--- src/inc/ulf_params.svh ---
// Constants of the serial port: register indices, reset values, codes, counts.
// Assumes inclusion by bare name from the top module ulf_uart only.
`ifndef ULF_PARAMS_SVH
`define ULF_PARAMS_SVH
// Register indices; byte address is four times the index
`define ULF_IDX_DATA 4'h0
`define ULF_IDX_IER 4'h1
`define ULF_IDX_IIR 4'h2
`define ULF_IDX_LCR 4'h3
`define ULF_IDX_LSR 4'h5
`define ULF_IDX_MSR 4'h6
`define ULF_IDX_ISTS 4'h8
`define ULF_IDX_IMSK 4'h9
// Reset values
`define ULF_LCR_RST 8'h00
`define ULF_DIV_RST 16'h0010
`define ULF_IER_RST 4'h0
`define ULF_EVT_RST 5'h00
// Source codes reported in the identification register
`define ULF_ID_LINE 3'h3
`define ULF_ID_RDA 3'h2
`define ULF_ID_TO 3'h6
`define ULF_ID_THRE 3'h1
`define ULF_ID_MDM 3'h0
// Receive trigger levels in bytes
`define ULF_TRIG_1 5'h01
`define ULF_TRIG_4 5'h04
`define ULF_TRIG_8 5'h08
`define ULF_TRIG_14 5'h0e
// Queue depth and idle timeout in character times
`define ULF_Q_DEPTH 5'h10
`define ULF_TO_CHARS 7'h04
`endif

--- src/inc/ulf_pkg.sv ---
// Types shared by the serial port modules.
// Assumes nothing beyond a SystemVerilog compiler.
package ulf_pkg;
  typedef struct packed
  {
    logic divisor_window_select;
    logic brk;
    logic stick;
    logic even;
    logic pen;
    logic stop;
    logic [1:0] wlen;
  } ulf_lcr_t;

  typedef struct packed
  {
    logic [7:0] data;
    logic perr;
    logic ferr;
    logic brk;
  } ulf_rx_res_t;

  typedef enum logic [2:0]
  {
    ULF_IDLE = 3'b000,
    ULF_START = 3'b001,
    ULF_DATA = 3'b010,
    ULF_PAR = 3'b011,
    ULF_STOP = 3'b100
  } ulf_fr_st_t;
endpackage

--- src/ulf_rx.sv ---
// Serial receiver: finds a start edge, samples mid-bit, checks parity and stop.
// Assumes the line input is already synchronous to the clock.
`timescale 1ns/1ps
module ulf_rx
  import ulf_pkg::*;
(
  // Clock and reset
  input wire logic i_ref_clk,
  input wire logic i_rst,
  // Configuration
  input wire ulf_lcr_t i_lcr,
  input wire logic [15:0] i_div,
  // Line
  input wire logic i_rxd,
  // Result
  output logic o_done,
  output ulf_rx_res_t o_res
);
  ulf_fr_st_t st_reg;
  logic [15:0] tmr_reg;
  logic [3:0] cnt_reg;
  logic [7:0] shf_reg;
  logic ones_reg;
  logic perr_reg;
  logic any_reg;
  logic prev_reg;
  logic [15:0] full;
  logic [15:0] half;
  logic tick;
  logic [3:0] nbits;
  logic expect_par;

  assign full = (i_div == 16'h0) ? 16'h0001 : i_div;
  assign half = (i_div[15:1] == 15'h0) ? 16'h0001 : {1'b0, i_div[15:1]};
  assign tick = (tmr_reg == 16'h0001);
  assign nbits = 4'h5 + {2'h0, i_lcr.wlen};
  assign expect_par = i_lcr.stick ? !i_lcr.even : (i_lcr.even ? ones_reg : !ones_reg);

  ////////////////////////////////////////////////////////////////////////////
  always_ff @(posedge i_ref_clk)
  begin
    if (i_rst)
    begin
      st_reg <= ULF_IDLE;
      tmr_reg <= 16'h0001;
      cnt_reg <= 4'h0;
      shf_reg <= 8'h00;
      ones_reg <= 1'b0;
      perr_reg <= 1'b0;
      any_reg <= 1'b0;
      prev_reg <= 1'b1;
      o_done <= 1'b0;
      o_res <= '0;
    end
    else
    begin
      prev_reg <= i_rxd;
      o_done <= 1'b0;
      if (st_reg == ULF_IDLE)
      begin
        tmr_reg <= half;
        cnt_reg <= 4'h0;
        ones_reg <= 1'b0;
        perr_reg <= 1'b0;
        any_reg <= 1'b0;
        if (prev_reg && !i_rxd)
          st_reg <= ULF_START;
      end
      else
      begin
        tmr_reg <= tick ? full : tmr_reg - 16'h0001;
        if (tick)
        begin
          unique case (st_reg)
            ULF_START:
              // A start that is high again at mid-bit was a glitch
              st_reg <= i_rxd ? ULF_IDLE : ULF_DATA;
            ULF_DATA:
            begin
              shf_reg <= {i_rxd, shf_reg[7:1]};
              ones_reg <= ones_reg ^ i_rxd;
              any_reg <= any_reg | i_rxd;
              cnt_reg <= cnt_reg + 4'h1;
              if (cnt_reg == nbits - 4'h1)
                st_reg <= i_lcr.pen ? ULF_PAR : ULF_STOP;
            end
            ULF_PAR:
            begin
              perr_reg <= (i_rxd != expect_par);
              any_reg <= any_reg | i_rxd;
              st_reg <= ULF_STOP;
            end
            ULF_STOP:
            begin
              // Only the first stop is sampled; the rest look like idle line
              st_reg <= ULF_IDLE;
              o_done <= 1'b1;
              o_res.data <= shf_reg >> (4'h8 - nbits);
              o_res.perr <= perr_reg;
              o_res.ferr <= !i_rxd;
              o_res.brk <= !i_rxd && !any_reg;
            end
            default:
              st_reg <= ULF_IDLE;
          endcase
        end
      end
    end
  end
endmodule // ulf_rx

--- src/ulf_tx.sv ---
// Serial transmitter: frames one character from a load strobe.
// Assumes load only while not busy; the caller forces break on the line.
`timescale 1ns/1ps
module ulf_tx
  import ulf_pkg::*;
(
  // Clock and reset
  input wire logic i_ref_clk,
  input wire logic i_rst,
  // Configuration
  input wire ulf_lcr_t i_lcr,
  input wire logic [15:0] i_div,
  // Holding register side
  input wire logic i_load,
  input wire logic [7:0] i_data,
  output logic o_busy,
  // Line
  output logic o_line
);
  ulf_fr_st_t st_reg;
  logic [15:0] tmr_reg;
  logic [3:0] cnt_reg;
  logic [7:0] shf_reg;
  logic par_reg;
  logic [15:0] half;
  logic tick;
  logic [3:0] nbits;
  logic [3:0] stop_halves;
  logic ones;

  // Time is kept in half bits so that 1.5 stop bits needs no second timer
  assign half = (i_div[15:1] == 15'h0) ? 16'h0001 : {1'b0, i_div[15:1]};
  assign tick = (tmr_reg == 16'h0001);
  assign nbits = 4'h5 + {2'h0, i_lcr.wlen};
  assign stop_halves = !i_lcr.stop ? 4'h2 : ((i_lcr.wlen == 2'h0) ? 4'h3 : 4'h4);
  assign ones = ^(i_data & (8'hff >> (4'h8 - nbits)));
  assign o_busy = (st_reg != ULF_IDLE);

  ////////////////////////////////////////////////////////////////////////////
  always_ff @(posedge i_ref_clk)
  begin
    if (i_rst)
    begin
      st_reg <= ULF_IDLE;
      tmr_reg <= 16'h0001;
      cnt_reg <= 4'h0;
      shf_reg <= 8'h00;
      par_reg <= 1'b0;
    end
    else if (st_reg == ULF_IDLE)
    begin
      tmr_reg <= half;
      cnt_reg <= 4'h0;
      if (i_load)
      begin
        st_reg <= ULF_START;
        shf_reg <= i_data;
        // Stick forces the inverse of even select; otherwise odd or even sum
        par_reg <= i_lcr.stick ? !i_lcr.even : (i_lcr.even ? ones : !ones);
      end
    end
    else
    begin
      tmr_reg <= tick ? half : tmr_reg - 16'h0001;
      if (tick)
      begin
        cnt_reg <= cnt_reg + 4'h1;
        unique case (st_reg)
          ULF_START:
            if (cnt_reg == 4'h1)
            begin
              st_reg <= ULF_DATA;
              cnt_reg <= 4'h0;
            end
          ULF_DATA:
            if (cnt_reg[0])
            begin
              shf_reg <= {1'b0, shf_reg[7:1]};
              if (cnt_reg[3:1] == 3'(nbits - 4'h1))
              begin
                st_reg <= i_lcr.pen ? ULF_PAR : ULF_STOP;
                cnt_reg <= 4'h0;
              end
            end
          ULF_PAR:
            if (cnt_reg == 4'h1)
            begin
              st_reg <= ULF_STOP;
              cnt_reg <= 4'h0;
            end
          ULF_STOP:
            if (cnt_reg == stop_halves - 4'h1)
              st_reg <= ULF_IDLE;
          default:
            st_reg <= ULF_IDLE;
        endcase
      end
    end
  end

  always_comb
  begin
    unique case (st_reg)
      ULF_START: o_line = 1'b0;
      ULF_DATA: o_line = shf_reg[0];
      ULF_PAR: o_line = par_reg;
      default: o_line = 1'b1;
    endcase
  end
endmodule // ulf_tx

--- src/ulf_uart.sv ---
// Serial port top: APB registers, receive queue, interrupt identification.
// Assumes an APB master on i_ref_clk and a line input synchronous to it.
//
// The implementer's own choice: the APB slave port.
`timescale 1ns/1ps
`include "ulf_params.svh"

module ulf_uart
  import ulf_pkg::*;
(
  // Clock and reset
  input wire logic i_ref_clk,
  input wire logic i_rst,
  // APB slave
  input wire logic i_psel,
  input wire logic i_penable,
  input wire logic i_pwrite,
  input wire logic [7:0] i_paddr,
  input wire logic [31:0] i_pwdata,
  output logic [31:0] o_prdata,
  output logic o_pready,
  output logic o_pslverr,
  // Serial line and modem event
  input wire logic i_rxd,
  input wire logic i_modem_evt,
  output logic o_txd,
  // Interrupt
  output logic o_irq
);
  ulf_lcr_t lcr_reg;
  logic [3:0] ier_reg;
  logic [7:0] dll_reg;
  logic [7:0] dlm_reg;
  logic fifo_en_reg;
  logic [1:0] trig_reg;
  logic [4:0] ists_reg;
  logic [4:0] imsk_reg;
  logic [31:0] prdata_reg;
  logic pready_reg;
  logic pslverr_reg;
  logic [2:0] iid_snap_reg;
  logic [7:0] q_mem [16];
  logic [3:0] wptr_reg;
  logic [3:0] rptr_reg;
  logic [4:0] q_cnt_reg;
  logic oe_reg;
  logic pe_reg;
  logic fe_reg;
  logic bi_reg;
  logic [7:0] thr_reg;
  logic thr_full_reg;
  logic thre_pend_reg;
  logic mdm_pend_reg;
  logic to_pend_reg;
  logic [15:0] bit_tmr_reg;
  logic [6:0] to_cnt_reg;
  logic txd_reg;
  logic irq_reg;
  logic [3:0] idx;
  logic setup;
  logic wr_done;
  logic rd_done;
  logic mapped;
  logic divisor_window_select;
  logic [15:0] div;
  logic [7:0] rd_val;
  logic [2:0] iid_code;
  logic irq_none_pending_n_n;
  logic tx_busy;
  logic tx_line;
  logic tx_load;
  logic rx_done;
  ulf_rx_res_t rx_res;
  logic [4:0] q_cap;
  logic q_full;
  logic q_clr;
  logic push;
  logic pop;
  logic [4:0] trig_lvl;
  logic rda;
  logic lsr_pend;
  logic [3:0] char_bits;
  logic [6:0] to_limit;
  logic to_hit;
  logic bit_tick;
  logic [4:0] evt;

  ////////////////////////////////////////////////////////////////////////////
  // Bus decode; every access completes one cycle after its setup
  assign idx = i_paddr[5:2];
  assign setup = i_psel && !i_penable;
  // Unmapped accesses are refused: no write lands and no read side effect
  assign wr_done = i_psel && i_penable && pready_reg && i_pwrite && mapped;
  assign rd_done = i_psel && i_penable && pready_reg && !i_pwrite && mapped;
  assign divisor_window_select = lcr_reg.divisor_window_select;
  assign div = {dlm_reg, dll_reg};
  assign o_prdata = prdata_reg;
  assign o_pready = pready_reg;
  assign o_pslverr = pslverr_reg;
  assign o_txd = txd_reg;
  assign o_irq = irq_reg;

  always_comb
  begin
    mapped = (i_paddr[7:6] == 2'h0) && (i_paddr[1:0] == 2'h0);
    unique case (idx)
      `ULF_IDX_DATA: rd_val = divisor_window_select ? dll_reg : q_mem[rptr_reg];
      `ULF_IDX_IER: rd_val = divisor_window_select ? dlm_reg : {4'h0, ier_reg};
      `ULF_IDX_IIR: rd_val = {fifo_en_reg, fifo_en_reg, 2'h0, iid_code, irq_none_pending_n_n};
      `ULF_IDX_LCR: rd_val = lcr_reg;
      `ULF_IDX_LSR: rd_val = {fifo_en_reg && (pe_reg || fe_reg || bi_reg),
                              !thr_full_reg && !tx_busy, !thr_full_reg,
                              bi_reg, fe_reg, pe_reg, oe_reg, q_cnt_reg != 5'h0};
      `ULF_IDX_MSR: rd_val = {7'h0, mdm_pend_reg};
      `ULF_IDX_ISTS: rd_val = {3'h0, ists_reg};
      `ULF_IDX_IMSK: rd_val = {3'h0, imsk_reg};
      default:
      begin
        rd_val = 8'h00;
        mapped = 1'b0;
      end
    endcase
  end

  // Read data is captured at setup, so the reported source cannot move
  always_ff @(posedge i_ref_clk)
  begin
    if (i_rst)
    begin
      pready_reg <= 1'b0;
      pslverr_reg <= 1'b0;
      prdata_reg <= 32'h0;
      iid_snap_reg <= 3'h0;
    end
    else
    begin
      pready_reg <= setup;
      pslverr_reg <= setup && !mapped;
      if (setup)
      begin
        prdata_reg <= mapped ? {24'h0, rd_val} : 32'h0;
        iid_snap_reg <= irq_none_pending_n_n ? 3'h7 : iid_code;
      end
    end
  end

  ////////////////////////////////////////////////////////////////////////////
  // Software registers
  always_ff @(posedge i_ref_clk)
  begin
    if (i_rst)
    begin
      lcr_reg <= `ULF_LCR_RST;
      ier_reg <= `ULF_IER_RST;
      {dlm_reg, dll_reg} <= `ULF_DIV_RST;
      fifo_en_reg <= 1'b0;
      trig_reg <= 2'h0;
      imsk_reg <= `ULF_EVT_RST;
    end
    else if (wr_done)
    begin
      unique case (idx)
        `ULF_IDX_DATA: if (divisor_window_select) dll_reg <= i_pwdata[7:0];
        `ULF_IDX_IER:
          if (divisor_window_select)
            dlm_reg <= i_pwdata[7:0];
          else
            ier_reg <= i_pwdata[3:0];
        `ULF_IDX_IIR:
        begin
          fifo_en_reg <= i_pwdata[0];
          trig_reg <= i_pwdata[7:6];
        end
        `ULF_IDX_LCR: lcr_reg <= i_pwdata[7:0];
        `ULF_IDX_IMSK: imsk_reg <= i_pwdata[4:0];
        default: ;
      endcase
    end
  end

  ////////////////////////////////////////////////////////////////////////////
  // Transmit path
  assign tx_load = thr_full_reg && !tx_busy;

  ulf_tx u_tx
  (
    .i_ref_clk(i_ref_clk),
    .i_rst(i_rst),
    .i_lcr(lcr_reg),
    .i_div(div),
    .i_load(tx_load),
    .i_data(thr_reg),
    .o_busy(tx_busy),
    .o_line(tx_line)
  );

  // A write in the cycle the holder empties refills it, so empty must not show
  always_ff @(posedge i_ref_clk)
  begin
    if (i_rst)
    begin
      thr_reg <= 8'h00;
      thr_full_reg <= 1'b0;
      thre_pend_reg <= 1'b0;
    end
    else
    begin
      if (tx_load)
      begin
        thr_full_reg <= 1'b0;
        thre_pend_reg <= 1'b1;
      end
      else if (rd_done && idx == `ULF_IDX_IIR && iid_snap_reg == `ULF_ID_THRE)
        thre_pend_reg <= 1'b0;
      if (wr_done && idx == `ULF_IDX_IIR && i_pwdata[2])
        thr_full_reg <= 1'b0;
      if (wr_done && idx == `ULF_IDX_DATA && !divisor_window_select)
      begin
        thr_reg <= i_pwdata[7:0];
        thr_full_reg <= 1'b1;
        thre_pend_reg <= 1'b0;
      end
    end
  end

  always_ff @(posedge i_ref_clk)
  begin
    if (i_rst)
      txd_reg <= 1'b1;
    else
      txd_reg <= lcr_reg.brk ? 1'b0 : tx_line;
  end

  ////////////////////////////////////////////////////////////////////////////
  // Receive path and queue; without FIFO mode the queue holds one byte
  ulf_rx u_rx
  (
    .i_ref_clk(i_ref_clk),
    .i_rst(i_rst),
    .i_lcr(lcr_reg),
    .i_div(div),
    .i_rxd(i_rxd),
    .o_done(rx_done),
    .o_res(rx_res)
  );

  assign q_cap = fifo_en_reg ? `ULF_Q_DEPTH : 5'h01;
  assign q_full = (q_cnt_reg == q_cap);
  assign q_clr = wr_done && idx == `ULF_IDX_IIR && (i_pwdata[1] || i_pwdata[0] != fifo_en_reg);
  assign push = rx_done && !q_full;
  assign pop = rd_done && idx == `ULF_IDX_DATA && !divisor_window_select && q_cnt_reg != 5'h0;

  always_ff @(posedge i_ref_clk)
  begin
    if (push)
      q_mem[wptr_reg] <= rx_res.data;
  end

  always_ff @(posedge i_ref_clk)
  begin
    if (i_rst || q_clr)
    begin
      wptr_reg <= 4'h0;
      rptr_reg <= 4'h0;
      q_cnt_reg <= 5'h0;
    end
    else
    begin
      if (push)
        wptr_reg <= wptr_reg + 4'h1;
      if (pop)
        rptr_reg <= rptr_reg + 4'h1;
      if (push && !pop)
        q_cnt_reg <= q_cnt_reg + 5'h1;
      else if (pop && !push)
        q_cnt_reg <= q_cnt_reg - 5'h1;
    end
  end

  // Error flags: a new error in the read cycle survives the clear
  always_ff @(posedge i_ref_clk)
  begin
    if (i_rst)
      {oe_reg, pe_reg, fe_reg, bi_reg} <= 4'h0;
    else
    begin
      if (rd_done && idx == `ULF_IDX_LSR)
        {oe_reg, pe_reg, fe_reg, bi_reg} <= 4'h0;
      if (rx_done)
      begin
        if (q_full)
          oe_reg <= 1'b1;
        if (rx_res.perr)
          pe_reg <= 1'b1;
        if (rx_res.ferr)
          fe_reg <= 1'b1;
        if (rx_res.brk)
          bi_reg <= 1'b1;
      end
    end
  end

  ////////////////////////////////////////////////////////////////////////////
  // Character timeout, counted in bit times of the current frame format
  always_comb
  begin
    unique case (trig_reg)
      2'h0: trig_lvl = `ULF_TRIG_1;
      2'h1: trig_lvl = `ULF_TRIG_4;
      2'h2: trig_lvl = `ULF_TRIG_8;
      2'h3: trig_lvl = `ULF_TRIG_14;
    endcase
  end

  assign rda = fifo_en_reg ? (q_cnt_reg >= trig_lvl) : (q_cnt_reg != 5'h0);
  assign char_bits = 4'h7 + {2'h0, lcr_reg.wlen} + {3'h0, lcr_reg.pen} + {3'h0, lcr_reg.stop};
  assign to_limit = 7'(`ULF_TO_CHARS * {3'h0, char_bits});
  assign to_hit = fifo_en_reg && q_cnt_reg != 5'h0 && to_cnt_reg == to_limit;
  assign bit_tick = (bit_tmr_reg <= 16'h0001);

  always_ff @(posedge i_ref_clk)
  begin
    if (i_rst)
    begin
      bit_tmr_reg <= 16'h0001;
      to_cnt_reg <= 7'h0;
      to_pend_reg <= 1'b0;
    end
    else
    begin
      bit_tmr_reg <= bit_tick ? div : bit_tmr_reg - 16'h0001;
      if (!fifo_en_reg || q_cnt_reg == 5'h0 || push || pop)
        to_cnt_reg <= 7'h0;
      else if (bit_tick && !to_hit)
        to_cnt_reg <= to_cnt_reg + 7'h1;
      if (pop || q_clr)
        to_pend_reg <= 1'b0;
      else if (to_hit)
        to_pend_reg <= 1'b1;
    end
  end

  always_ff @(posedge i_ref_clk)
  begin
    if (i_rst)
      mdm_pend_reg <= 1'b0;
    else if (i_modem_evt)
      mdm_pend_reg <= 1'b1;
    else if (rd_done && idx == `ULF_IDX_MSR)
      mdm_pend_reg <= 1'b0;
  end

  ////////////////////////////////////////////////////////////////////////////
  // Identification: a single source by fixed priority
  assign lsr_pend = oe_reg || pe_reg || fe_reg || bi_reg;

  always_comb
  begin
    irq_none_pending_n_n = 1'b0;
    if (ier_reg[2] && lsr_pend)
      iid_code = `ULF_ID_LINE;
    else if (ier_reg[0] && rda)
      iid_code = `ULF_ID_RDA;
    else if (ier_reg[0] && to_pend_reg)
      iid_code = `ULF_ID_TO;
    else if (ier_reg[1] && thre_pend_reg)
      iid_code = `ULF_ID_THRE;
    else if (ier_reg[3] && mdm_pend_reg)
      iid_code = `ULF_ID_MDM;
    else
    begin
      iid_code = 3'h0;
      irq_none_pending_n_n = 1'b1;
    end
  end

  ////////////////////////////////////////////////////////////////////////////
  // Sticky event status, write one to clear; a new event beats the clear
  assign evt = {i_modem_evt, to_hit && !to_pend_reg, tx_load, push,
                rx_done && (q_full || rx_res.perr || rx_res.ferr || rx_res.brk)};

  always_ff @(posedge i_ref_clk)
  begin
    if (i_rst)
    begin
      ists_reg <= `ULF_EVT_RST;
      irq_reg <= 1'b0;
    end
    else
    begin
      if (wr_done && idx == `ULF_IDX_ISTS)
        ists_reg <= (ists_reg & ~i_pwdata[4:0]) | evt;
      else
        ists_reg <= ists_reg | evt;
      irq_reg <= |(ists_reg & imsk_reg);
    end
  end
endmodule // ulf_uart

--- config.mk ---
export PLATFORM = sky130hd
export DESIGN_NAME = ulf_uart
export DESIGN_NICKNAME = d
export VERILOG_FILES = /design/src/inc/ulf_pkg.sv /design/src/ulf_rx.sv /design/src/ulf_tx.sv /design/src/ulf_uart.sv
export VERILOG_INCLUDE_DIRS = /design/src /design/src/inc
export SDC_FILE = /design/constraint.sdc
export NUM_CORES = 1
export LEC_CHECK = 0
export BUFFER_PORTS_ARGS = -buffer_cell sky130_fd_sc_hd__buf_2
export CORE_ASPECT_RATIO = 1.75
export CORE_MARGIN = 4
export CORE_UTILIZATION = 28
export DETAILED_ROUTE_END_ITERATION = 16
export HOLD_SLACK_MARGIN = 0.1
export SETUP_SLACK_MARGIN = 0.15
export SYNTH_ARGS = -nofsm -noshare
export SYNTH_HDL_FRONTEND = slang
export SYNTH_SLANG_ARGS = --single-unit
--- constraint.sdc ---
create_clock -name i_ref_clk -period 4.2 [get_ports i_ref_clk]
set_clock_uncertainty 0.15 [all_clocks]
set_input_delay 0.42 -clock i_ref_clk [delete_from_list [all_inputs] [get_ports i_ref_clk]]
set_output_delay 0.42 -clock i_ref_clk [all_outputs]
set_load 0.03 [all_outputs]
==> flow_metrics.tcl <==
set metrics [dict create \
    first_global_vias 10740 \
    cts_tree "yes" \
    comb_power_share_pct 13.3 \
    ant_nets 0 \
    p_total_mw 7.244 \
    syn2layout_area_growth_pct 13.08 \
    largest_reg_flops 128 \
    grt_max_degree 95 \
    start_util_pct 28.34 \
    p_leak_nw 5.720 \
    cts_resized 0 \
    syn_area_per_cell_um2 10.72 \
    cp_cell_sequence "dlygate4sd3_1 -> buf_2 -> nand3_1 -> or3_1 -> or4b_1 -> ha_1 -> inv_1 -> ha_1 -> nor2b_1 -> o21a_1 -> or3_1 -> a21oi_1 -> xnor2_1 -> nor2_1" \
    grt_pass1_wl_um 62270 \
    drc_errors 0 \
    holdPathStages 3 \
    critical_path.top_delay_family "simple AND/OR/NAND/NOR gates" \
    final_net_count 1482 \
    async_reset_ff_share_pct 0 \
    power.switching_mw 1.909 \
    wl_um 39990 \
    clockPowerShare_pct 39.8 \
    path_buf_inv 3 \
    holdWs_ns 0.1351 \
    yosys_most_used_dff "dfxtp_1" \
    clk_pin_slew_ns 0.07 \
    drt_iter0_markers 808 \
    path_max_fanout 4 \
    ys_warn_count 0 \
    overflow 0 \
    cp.arrival_ns 3.72 \
    power.density_mw_per_mm2 430.7 \
    drive_gt1_share_pct 12.70 \
    setup_tns_ns 0 \
    fill_cells 5326 \
    r2r_end "q_cnt_reg[4]" \
    clockRootBuffer "clkbuf_16" \
    hpwlAfterDp_um 29610 \
    cts-buffers-inserted 29 \
    crit_type "in -> reg" \
    worst_path_max_delay_cell "or4b_1" \
    setup_viol 0 \
    seqPwrFrac_pct 46.9 \
    internal_power_mw 5.335 \
    end_kind "register" \
    min_path_type "in -> reg" \
    vias 10630 \
    min_from "i_pwdata[6]" \
    status "finished, final reports clean" \
    cp.required_ns 4.49 \
    top_register "q_mem" \
    core_mm2 0.05250 \
    gp_congestion 0.8937 \
    cts_sinks 319 \
    period_share_pct 81.60 \
    ir_drop_v 0.0003664 \
    wire_per_inst_um 19.01 \
    r2r_slack_ns 0.81 \
    rows 111 \
    antenna_found_initial 1 \
    slew_headroom_pct 26.97 \
    routed_via_density 5.050 \
    grt_setup_unrepaired "no" \
    clock_latency_ns 0.57 \
    drtPass1Iterations 7 \
    io_pins 83 \
    cap_violations 0 \
    drv_slew 0 \
    ys_types 71 \
    period_needed_ns 3.427 \
    finalHoldViolCount 0 \
    clockBufferDepth 3 \
    synth_area_mm2 0.01488 \
    tightest_slew_ns 1.087 \
    r2r-start "q_cnt_reg[1]" \
    synthCells 1387 \
    die_area_mm2 0.05702 \
    synth-seq-cells 319 \
    hold_end "dll_reg[6]" \
    slowest_delay_ns 0.58 \
    port_buffers 34 \
    swShare_pct 26.36 \
    cts-htree-levels 1 \
    fmax_ghz 0.2918 \
    fp.dieW_um 182.2 \
    grtUsageTotal_pct 13.77 \
    yosysSeqAreaShare_pct 51.54 \
    reg2reg_depth 12 \
    die_h_um 312.9 \
    cts_setup_buffers 0 \
    synth_edf_count 128 \
    worstSetupStartpointType "input pin" \
]
[synth_stat cells, types with 3 or more instances]
cell / instances / area share [%]
o311ai_0: 4 / 0.24
buf_4: 24 / 1.2
a22oi_1: 8 / 0.40
ha_1: 30 / 2.5
a21boi_0: 3 / 0.15
nor2b_1: 16 / 0.67
nor4_1: 19 / 0.80
nand3_1: 21 / 0.71
a21oi_1: 58 / 2.0
nand4b_1: 3 / 0.18
nand2b_1: 14 / 0.59
o211ai_1: 8 / 0.40
mux2_2: 7 / 0.53
o31ai_1: 5 / 0.25
clkbuf_1: 68 / 1.7
a221oi_1: 11 / 0.65
nand2_1: 94 / 2.4
or3_1: 10 / 0.42
inv_1: 40 / 1.0
or2_2: 5 / 0.21
nor2_1: 199 / 5.0
nand4_1: 10 / 0.42
xor2_1: 26 / 1.5
a32oi_1: 4 / 0.24
nor4b_1: 6 / 0.35
a31oi_1: 8 / 0.34
a311oi_1: 6 / 0.35
or4_1: 9 / 0.45
buf_1: 7 / 0.18
buf_2: 6 / 0.20
nor3_1: 39 / 1.3
nand3b_1: 8 / 0.40
a211oi_1: 52 / 2.6
and3_1: 5 / 0.21
xnor2_1: 48 / 2.8
mux4_2: 43 / 6.5
edfxtp_1: 128 / 26
dfxtp_1: 191 / 26
a22o_1: 3 / 0.18
nor3b_1: 5 / 0.25
o21ai_0: 27 / 0.91
a222oi_1: 4 / 0.27
mux2i_1: 66 / 4.4
[power by group through the flow]
stage / Combinational, mW / Sequential (mW) / Clock [mW]
after detailed placement: 0.959 / 3.46 / 0
final: 0.965 / 3.40 / 2.88
after global routing: 1.09 / 3.41 / 3.07
after global placement: 0.936 / 3.46 / 0
after CTS: 0.968 / 3.39 / 2.94
after floorplan: 0.778 / 3.43 / 0
[layout make-up]
| cell class | count | area, um^2 | share of cell area [%] |
|---|---|---|---|
| antenna | 1 | 2.502 | 0.01488 |
| clock buffer | 31 | 754.5 | 4.485 |
| clock inverter | 22 | 277.8 | 1.651 |
| inverter | 40 | 150.1 | 0.8926 |
| multi-input combinational | 944 | 6659 | 39.59 |
| sequential | 319 | 7669 | 45.59 |
| tap | 678 | 848.3 | 5.043 |
| timing repair buffer | 69 | 460.4 | 2.737 |
[layer usage]
layer | track usage (%) | vias to the layer above | wire [um]
li1 | - | 5043 | -
met1 | 14.37 | 5178 | 14330
met2 | 26.68 | 301 | 21820
met3 | 1.637 | 103 | 1656
met4 | 6.897 | 0 | 2184
met5 | 0 | - | 0
[timing repair]
action                     CTS  global route
hold endpoints to repair    15             0
setup endpoints to repair    0             0
hold buffers                 5             0
[worst register-to-register path, stage by stage, from the launching register on]
cell and delay [ns]:
dfxtp_1 0.35, or3_1 0.42, or3_1 0.43, or4b_1 0.26, ha_1 0.23, inv_1 0.10, ha_1 0.32, nor2b_1 0.16
o21a_1 0.17, or3_1 0.30, a21oi_1 0.18, xnor2_1 0.13, nor2_1 0.05
[worst max-delay path by stage]
stage | startpoint | endpoint | slack (ns) | cells past startpoint
CTS | q_cnt_reg[1] | q_cnt_reg[4] | 0.78 | 12
detailed placement | i_paddr[7] | q_cnt_reg[4] | 0.21 | 13
floorplan | i_paddr[7] | q_cnt_reg[4] | 0.50 | 13
finish | i_penable | q_cnt_reg[4] | 0.77 | 14
global route | i_penable | q_cnt_reg[4] | 0.57 | 14
global placement | i_paddr[7] | q_cnt_reg[4] | 0.21 | 13
[through the flow]
step	cell area (um^2)	worst slack, ns	cells	utilization (%)
2_1_floorplan	14960	0.4972	1410	-
3_3_place_gp	15740	0.2076	2045	29.98
3_5_place_dp	15740	0.2052	2045	29.98
4_1_cts	16820	0.7750	2103	32.04
5_1_grt	16820	0.5728	2103	32.04
6_report	16820	0.7728	2104	32.04
[cell families after synthesis]
logic type	after synthesis	synth area share (%)
and+or+nand+nor	477	15.24
DFF	319	51.54
AOI/OAI and AO/OA	221	10.14
buffers and inverters	147	4.424
muxes	116	11.48
xor gates and xnor gates	74	4.357
adders and majority gates	32	2.793
other	1	0.02521
[layout by cell type, fill, tap and decap left out, types with 7 or more instances in the layout]
| master | n |
|---|---|
| nand3_1 | 21 |
| ha_1 | 30 |
| xor2_1 | 26 |
| dfxtp_1 | 190 |
| clkinv_2 | 7 |
| a211oi_1 | 52 |
| or3_1 | 10 |
| inv_1 | 40 |
| conb_1 | 24 |
| a31oi_1 | 7 |
| a22oi_1 | 8 |
| nand2b_1 | 14 |
| o211ai_1 | 8 |
| nor4_1 | 19 |
| mux2_2 | 7 |
| edfxtp_1 | 128 |
| buf_2 | 33 |
| nand3b_1 | 8 |
| or4_1 | 9 |
| nand2_1 | 94 |
| buf_4 | 30 |
| nor2_1 | 199 |
| a221oi_1 | 11 |
| mux4_2 | 43 |
| clkbuf_16 | 30 |
| a21oi_1 | 58 |
| nand4_1 | 10 |
| nor2b_1 | 16 |
| mux2i_1 | 66 |
| nor3_1 | 37 |
| xnor2_1 | 48 |
| o21ai_0 | 27 |
(Power assumes the default switching activity.)
